$ cat src/logic/pisr_pkg.sv
// Package of constants for the parallel-in serial-out shift register
// ==========================================================================
// ==========================================================================
package pisr_pkg;
  localparam int PISR_STAGES = 8;
  localparam int PISR_SYNC_DEPTH = 2;
  localparam logic [7:0] PISR_RESET_VALUE = 8'h00;
  localparam logic PISR_PIN_RESET = 1'b0;
endpackage : pisr_pkg

$ cat src/logic/pisr_sync.sv
// Two-flop synchroniser for one pin input
`timescale 1ns/1ps
`default_nettype none
module pisr_sync (
  input wire logic clk_sys, // System clock
  input wire logic sys_rst, // Asynchronous reset, active high
  input wire logic pin, // Asynchronous pin level
  output logic sync // Synchronised level
);
  import pisr_pkg::*;
  logic meta;
  // ========================================================================
  // Synchroniser: first flop read only by the second
  always_ff @(posedge clk_sys or posedge sys_rst) begin
    if (sys_rst) begin
      meta <= PISR_PIN_RESET;
      sync <= PISR_PIN_RESET;
    end else begin
      meta <= pin;
      sync <= meta;
    end
  end
endmodule : pisr_sync
`default_nettype wire

$ cat src/logic/pisr_top.sv
// Parallel-in serial-out eight-stage shift register, sampled pin model
`timescale 1ns/1ps
`default_nettype none
module pisr_top #(
  parameter int STAGES = pisr_pkg::PISR_STAGES // Chain length
) (
  input wire logic clk_sys, // System clock, 125 MHz
  input wire logic sys_rst, // Asynchronous reset, active high
  input wire logic shift_not_load, // High shifts, low loads
  input wire logic clock, // Shift clock pin
  input wire logic clock_inhibit, // Inhibit pin, also a clock
  input wire logic serial_in, // Serial data into first stage
  input wire logic [STAGES-1:0] parallel_in, // Bit 0 is A, top is H
  output logic serial_out, // Last stage
  output logic serial_out_n // Complement of last stage
);
  import pisr_pkg::*;

  // ========================================================================
  // Pin synchronisers: all controls arrive from outside this clock
  // Every pin, data included, passes the same two flops, so a word and
  // the control level that qualifies it reach the logic in one cycle.
  // The price is latency: an output answers three clock edges after a
  // pin change (two synchroniser edges and one register edge).
  // Pin levels shorter than one clock period may be missed entirely;
  // the controller is expected to pace its pins well below this clock.
  localparam int NSYNC = STAGES + 4;
  logic [NSYNC-1:0] pin_raw;
  logic [NSYNC-1:0] pin_s;
  assign pin_raw = {parallel_in, serial_in, clock_inhibit, clock,
                    shift_not_load};
  genvar gi;
  generate
    for (gi = 0; gi < NSYNC; gi++) begin : g_sync
      pisr_sync u_sync (
        .clk_sys(clk_sys),
        .sys_rst(sys_rst),
        .pin(pin_raw[gi]),
        .sync(pin_s[gi])
      );
    end
  endgenerate

  logic load_n_s;
  logic clk_s;
  logic inh_s;
  logic ser_s;
  logic [STAGES-1:0] par_s;
  assign load_n_s = pin_s[0];
  assign clk_s = pin_s[1];
  assign inh_s = pin_s[2];
  assign ser_s = pin_s[3];
  assign par_s = pin_s[NSYNC-1:4];

  // ========================================================================
  // Warm-up after reset
  // The synchronisers and the edge flops all clear to zero, so a clock
  // pin that idles high would look like a fresh rising edge once its
  // sample arrives. Edges are ignored until every flop on that path
  // holds a real sample: two synchroniser edges and one edge flop.
  localparam logic [1:0] WARM_END = 2'(PISR_SYNC_DEPTH + 1);
  logic [1:0] warm_cnt;
  logic [1:0] next_warm_cnt;
  logic warm_done;

  // Count edges after reset and stop at the end value
  always_comb begin
    next_warm_cnt = warm_cnt;
    if (warm_cnt != WARM_END) begin
      next_warm_cnt = warm_cnt + 2'h1;
    end
  end

  // Shifting is allowed only once the count has run out
  assign warm_done = (warm_cnt == WARM_END);

  // Warm-up counter; loads still follow the pins during warm-up
  always_ff @(posedge clk_sys or posedge sys_rst) begin
    if (sys_rst) begin
      warm_cnt <= 2'h0;
    end else begin
      warm_cnt <= next_warm_cnt;
    end
  end

  // ========================================================================
  // Shift strobe: previous levels of both clock pins
  logic clk_d;
  logic inh_d;
  logic shift_go;
  logic [STAGES-1:0] stages;
  logic [STAGES-1:0] next_stages;
  logic next_out;

  // Gated clock: either pin rises while the other is low; keeps
  // the inhibit pin from rising while clock is low unless a shift is meant
  always_comb begin
    shift_go = warm_done && load_n_s &&
               ((clk_s && !clk_d && !inh_s) ||
                (inh_s && !inh_d && !clk_s));
  end

  // Next stage contents
  always_comb begin
    next_stages = stages;
    if (!load_n_s) begin
      next_stages = par_s;
    end else if (shift_go) begin
      // Stage 0 is first; top stage drives the outputs
      next_stages = {stages[STAGES-2:0], ser_s};
    end // Load high: parallel data never looked at
    next_out = next_stages[STAGES-1];
  end

  // ========================================================================
  // Registers; outputs are flops mirroring the last stage
  // The outputs load from the next value of the last stage, so they
  // never lag the chain by a cycle and always agree with it.
  always_ff @(posedge clk_sys or posedge sys_rst) begin
    if (sys_rst) begin
      stages <= PISR_RESET_VALUE[STAGES-1:0];
      clk_d <= PISR_PIN_RESET;
      inh_d <= PISR_PIN_RESET;
      serial_out <= PISR_RESET_VALUE[STAGES-1];
      serial_out_n <= !PISR_RESET_VALUE[STAGES-1];
    end else begin
      stages <= next_stages;
      clk_d <= clk_s;
      inh_d <= inh_s;
      serial_out <= next_out;
      serial_out_n <= !next_out;
    end
  end

  // ========================================================================
  // Assertions
  // Each |=> one watches the chain one edge after the decision taken by the
  // comb logic, so $past returns the synced inputs that decision used.

  // Load copies every synced parallel bit into its own stage
  a_load_copies: assert property (
    @(posedge clk_sys) disable iff (sys_rst)
    !load_n_s |=> stages == $past(par_s))
    else $error("load did not copy parallel inputs");

  // Input A lands in the first stage, the one fed by the serial input
  a_first_from_a: assert property (
    @(posedge clk_sys) disable iff (sys_rst)
    !load_n_s |=> stages[0] == $past(par_s[0]))
    else $error("first stage not loaded from A");

  // Input H reaches the outputs straight after a load
  a_top_from_h: assert property (
    @(posedge clk_sys) disable iff (sys_rst)
    !load_n_s |=> serial_out == $past(par_s[STAGES-1]))
    else $error("last stage not loaded from H");

  // Every stage passes its content one step toward the outputs
  a_shift_moves: assert property (
    @(posedge clk_sys) disable iff (sys_rst)
    shift_go |=> stages == {$past(stages[STAGES-2:0]), $past(ser_s)})
    else $error("shift did not move chain");

  // The serial input fills the first stage on every shift
  a_ser_first: assert property (
    @(posedge clk_sys) disable iff (sys_rst)
    shift_go |=> stages[0] == $past(ser_s))
    else $error("serial input not captured");

  // One bit leaves per shift: the output takes the stage below it
  a_tail_moves: assert property (
    @(posedge clk_sys) disable iff (sys_rst)
    shift_go |=> serial_out == $past(stages[STAGES-2]))
    else $error("output did not take the next stage");

  // A clock held high freezes the chain whatever the inhibit pin does
  a_hold_clock: assert property (
    @(posedge clk_sys) disable iff (sys_rst)
    load_n_s && clk_s && clk_d |=> $stable(stages))
    else $error("contents changed while clock held high");

  // An inhibit held high freezes the chain whatever the clock does
  a_hold_inhibit: assert property (
    @(posedge clk_sys) disable iff (sys_rst)
    load_n_s && inh_s && inh_d |=> $stable(stages))
    else $error("contents changed while inhibit held high");

  // A clock edge with inhibit low shifts once warm-up is over
  a_clk_edge: assert property (
    @(posedge clk_sys) disable iff (sys_rst)
    warm_done && load_n_s && $rose(clk_s) && !inh_s |-> shift_go)
    else $error("clock edge did not shift");

  // The inhibit pin acts as the clock while the clock pin is low
  a_inh_edge: assert property (
    @(posedge clk_sys) disable iff (sys_rst)
    warm_done && load_n_s && $rose(inh_s) && !clk_s |-> shift_go)
    else $error("inhibit edge did not shift");

  // Without a shift, shift mode leaves the chain alone
  a_no_par_shift: assert property (
    @(posedge clk_sys) disable iff (sys_rst)
    load_n_s && !shift_go |=> $stable(stages))
    else $error("contents changed without shift");

  // New parallel data in shift mode must not reach the chain
  a_par_ignored: assert property (
    @(posedge clk_sys) disable iff (sys_rst)
    load_n_s && $changed(par_s) && !shift_go |=> $stable(stages))
    else $error("parallel data taken in shift mode");

  // Outputs stand until the next load or shift
  a_out_hold: assert property (
    @(posedge clk_sys) disable iff (sys_rst)
    load_n_s && !shift_go |=> $stable(serial_out) && $stable(serial_out_n))
    else $error("serial outputs moved without a shift");

  // The true output follows the last stage
  a_out_pair: assert property (
    @(posedge clk_sys) disable iff (sys_rst)
    serial_out == stages[STAGES-1])
    else $error("serial output not the last stage");

  // The second output is always the complement of the first
  a_out_compl: assert property (
    @(posedge clk_sys) disable iff (sys_rst)
    serial_out_n == !serial_out)
    else $error("serial outputs not complementary");
endmodule : pisr_top
`default_nettype wire

$ cat config.mk
export PLATFORM = sky130hd
export DESIGN_NAME = pisr_top
export DESIGN_NICKNAME = d
export VERILOG_FILES = /design/src/logic/pisr_pkg.sv /design/src/logic/pisr_sync.sv /design/src/logic/pisr_top.sv
export SDC_FILE = /design/constraint.sdc
export NUM_CORES = 1
export LEC_CHECK = 0
export ABC_AREA = 1
export BUFFER_PORTS_ARGS = -buffer_cell sky130_fd_sc_hd__buf_2
export CORE_ASPECT_RATIO = 1.4
export CORE_MARGIN = 3
export CORE_UTILIZATION = 40
export CTS_BUF_LIST = sky130_fd_sc_hd__clkbuf_2 sky130_fd_sc_hd__clkbuf_4 sky130_fd_sc_hd__clkbuf_8
export CTS_CLUSTER_DIAMETER = 80
export DETAILED_ROUTE_END_ITERATION = 7
export GPL_TIMING_DRIVEN = 1
export SYNTH_ARGS = -nofsm -noshare
export SYNTH_HDL_FRONTEND = slang
export SYNTH_HIERARCHICAL = 1
export SYNTH_SLANG_ARGS = --single-unit
$ cat constraint.sdc
create_clock -name clk_sys -period 1.5 [get_ports clk_sys]
set_input_delay 0.225 -clock clk_sys [delete_from_list [all_inputs] [get_ports clk_sys]]
set_output_delay 0.225 -clock clk_sys [all_outputs]
set_load 0.02 [all_outputs]
Word level (Yosys, flattened, before mapping)
Cells that the tools add are included.

Bits in registers: 37. Logic and storage cells: 48. Output and inout port bits: 2.

Reductions and logical operators: 12. Add/subtract/negate cells: 1. Muxes and demuxes: 2. Eq/ne operators: 3.

Operators with widths (count): 8-bit two-way mux (2); 1-bit logical AND (6); 1-bit zero test (5); 2-bit inequality test, second input constant (2); 2-bit by 1-bit adder with 2-bit output, second input constant (1); 2-bit equality test, second input constant (1); 1-bit logical OR (1).

Longest topological paths before layout
Depth in word-level cells: 8. Mapped depth: 7.

Modules after synthesis
Netlist, hierarchy kept.

By module, submodules not included: pisr_sync (sequential area each 50.0 um^2, cells an instance 3, area an instance 53.8 um^2, times used 12); pisr_top (sequential area each 326.6 um^2, cells an instance 69, area an instance 641.9 um^2, times used 1).

Worst setup path before layout
Ideal clock, no wire load.

Path kind: register to register. From: register warm_cnt[0]. To: register serial_out_n. Clock period less this slack: 1.161 ns. Stages on the path, launching flop included: 8. Data arrival time: 1.086 ns. Library setup time: 0.075 ns. Required time: 1.425 ns. Path slack: 0.339 ns. Cell sequence: dfrtp_1 > ha_1 > nand2_2 > clkinv_4 > nand3_4 > nand2_2 > nor2_1 > nor2_2.

Longest elaborated chain between the ends: 6.

Ends and longest elaborated chain: start, declared (line pisr_top.sv:62) `logic [1:0] warm_cnt;`; start signal, assigned (line pisr_top.sv:82) `warm_cnt <= next_warm_cnt;`; 2-bit equality test (line pisr_top.sv:75) `assign warm_done = (warm_cnt == WARM_END);`; 1-bit logical AND (2 in series) (line pisr_top.sv:98) `shift_go = warm_done && load_n_s &&`; 8-bit two-way mux (line pisr_top.sv:108) `end else if (shift_go) begin`; 8-bit two-way mux (line pisr_top.sv:106) `if (!load_n_s) begin`; 1-bit zero test (line pisr_top.sv:131) `serial_out_n <= !next_out;`; end signal, assigned (line pisr_top.sv:125) `serial_out_n <= !PISR_RESET_VALUE[STAGES-1];`; end signal, assigned (line pisr_top.sv:131); end, declared (line pisr_top.sv:15) `output logic serial_out_n`.

Every way passes these cells. The select of a mux whose other input is x is not followed. A chain may end at the register's enable or synchronous reset.

Final worst setup path
Ends and elaborated chain as after synthesis.

==> results.md <==
- Status: finished clean
- RSZ-0062 raised after global routing: false
- CP Max Fanout: 9
- Initial core utilization: 0.434
- N_diodes: 0
- Mean Syn Cell Area: 12.3 µm²
- H-tree levels: 2
- Clock Root Buffer: clkbuf_8
- 1st-pass router iterations: 3
- Boundary pin count: 16
- Pin count of the biggest net entering global routing: 14
- Hold WC Path Type: input port to flop
- Ys flop type: dfrtp_1
- Post-synthesis xor/xnor area fraction: 0.00680
- Crit start category: flop
- Min cycle time layout: 1260 ps
- GRT overflow: 0
- Fin cells: around 170
- Placed insts: around 160
- Nets: 142
- Asr flop ratio synth: 1.00
- Fin. max-slew vios: 0
- Final Cycle Share: 0.841
- DRC viols: 0
- Final Instance Area: about 1500 µm²
- Synth Area in Adders: 0.00972
- Number of global-route vias before repair: between 700 and 800
- Simple-gate share of the synthesized area: 0.183
- Die height: 73.1 µm
- Final hold violations: 0
- Post-CTS resize count: 0
- Main combinational cell family by area after synthesis: simple AND/OR/NAND/NOR gates
- DRT antenna net count: 0
- Mux share of post-synthesis cell area: 0.00875
- Crit. End Element: flop
- Least-Margin Pin Slew: just over 500 ps
- Die X: ~54 µm
- Mapped Cells: 105
- Routed WL: between 1.5 and 2 mm
- Synth Area in Compound Gates: 0.00680
- Clock skew: between 7 and 8 ps
- Most frequent cells after synthesis: 36 x dfrtp_1, 24 x nand3_1, 16 x inv_1
- CP Data Arrival Time: between 1000 and 1500 ps
- FF-to-FF setup slack: 240 ps
- Syn Nets: 120
- Sum Neg Setup Slack: 0 ps
- Worst vdd ir: ~0.00099 V
- CP required: roughly 1700 ps
- Share of the synthesized area in the top cell type: 0.700
- Global-route wire length before repair: between 3 and 4 mm
- Layout area overhead: 17.2%
- TritonCTS buffer count: 5
- EDFF count, synth: 0
- YS warnings: 6
- Area post-placement: 1400 µm²
- Clk slew on worst S/H paths: around 70 ps
- Largest area contributor in the netlist: dfrtp_1
- Sequential share of the synthesized area: 0.720
- Post-Synthesis Cell Area: roughly 1300 µm²
- Die area: a little under 4000 µm²
- Worst slew margin: 0.661
- Distinct cell type count after synthesis: 18
- Fraction of layout cells with a size suffix above 1: 0.281
- Pleak: approximately 0.76 nW
- Placer congestion estimate: between 0.7 and 0.8
- Via count: roughly 750
- 1st-iter DRT viols: 7
- Initial antenna violation count: 0
- Drt wl/cell: between 10 and 15 µm
- Quantity of I/O buffers inserted on ports: 15
- Overall Global Routing Usage: 0.118
- TritonCTS clock tree: built
- HPWL after DPL: approximately 1.4 mm
- Core box area: between 2000 and 3000 µm²
- Final setup viols: 0
- Critical setup path kind: flop to flop
- Max cap viols: 0
- Ranking of synthesized cells by area: dfrtp_1 70%, nand3_1 9.3%, inv_1 4.7%
- Worst-Skew Late Latency: between 200 and 300 ps
- Row Count: 23
- #FFs+latches synth: 37
- Pwr/cell area: about 1300 nW/µm²
- Top-count cell post-synth: dfrtp_1
- CTS Sinks: 37
- Fmax: around 790 MHz
- Vias per cell: between 4 and 5
- CTS max path bufs: 2
==> critical path: stages (launching register included) <==
cell,delay (ps)
dfrtp_1,390
ha_1,250
nand2_2,100
clkinv_4,100
nand3_4,140
nand2_2,50
nor2_1,120
nor2_2,40
==> timing repair <==
action	in CTS	in global routing
hold endpoints to repair	24	0
hold buffers	1	0
setup buffers	0	0
==> cells by family after synthesis <==
family | count (synthesis)
xor+xnor | 1
flops | 37
mux | 1
compound gates | 1
fa+ha+maj | 1
simple gates | 44
buf+inv | 20
==> placed cells by master, fill, tap and decap left out <==
cell,count
nor2_1,2
buf_2,15
nand3_1,24
nand2_1,10
inv_1,16
dfstp_2,1
nand3_4,1
dlygate4sd3_1,1
dfrtp_1,36
ha_1,1
nor2_2,1
clkbuf_8,6
xnor2_1,1
nand3_2,1
clkinv_4,1
nand2_4,1
o21ai_2,1
mux2_1,1
nand2_2,4
inv_2,2
clkbuf_4,2
==> path summary, 6_finish.rpt <==
kind	startpoint	end	cells after the start
max reg2reg	warm_cnt[0]$_DFFE_PP0P_	serial_out_n$_DFF_PP1_	7
min reg2reg	g_sync[0].u_sync/meta$_DFF_PP0_	g_sync[0].u_sync/sync$_DFF_PP0_	0
min	clock_inhibit	g_sync[2].u_sync/meta$_DFF_PP0_	1
max in group asynchronous	sys_rst	serial_out_n$_DFF_PP1_	3
max	warm_cnt[0]$_DFFE_PP0P_	serial_out_n$_DFF_PP1_	7
min in group asynchronous	sys_rst	g_sync[0].u_sync/sync$_DFF_PP0_	3
==> power by group <==
part | leakage [nW] | internal, mW | switching (mW)
combinational | 0.277 | 0.0481 | 0.0781
clock | 0.0523 | 0.410 | 0.302
sequential | 0.428 | 1.06 | 0.0317
==> metrics by stage <==
stage                util  setup slack [ps]  total power [mW]  hold WS, ps
global placement    0.473               278              1.23          190
CTS                 0.509               223              1.97         28.5
floorplan               -               339              1.19        -33.8
finish              0.509               238              1.93         42.7
detailed placement  0.473               234              1.24          196
global route        0.509               115              2.03         24.3
==> state kept, by name, indices dropped and copies added (netlist names), named ones only <==
signal	count
g_sync.u_sync/meta	12
serial_out_n	1
inh_d	1
warm_cnt	2
stages	7
clk_d	1
g_sync.u_sync/sync	12
==> final cells by class <==
cell class / count / area (µm²)
multi-input cells: 48 / 277
well taps: 37 / 46.3
fillers: 278 / 1460
inverters: 19 / 76.3
flip-flops and latches: 37 / 927
clock buffers: 8 / 97.6
repair buffers: 16 / 85.1
==> per-layer routing <==
layer  routed length [µm]  track usage  up-vias
met1                  688        0.121      357
met5                    0            0        -
met4                   55       0.0767        0
met3                   82       0.0429        6
li1                     -            -      368
met2                  988        0.195       15
No activity file was read; power rests on OpenSTA's default activity.
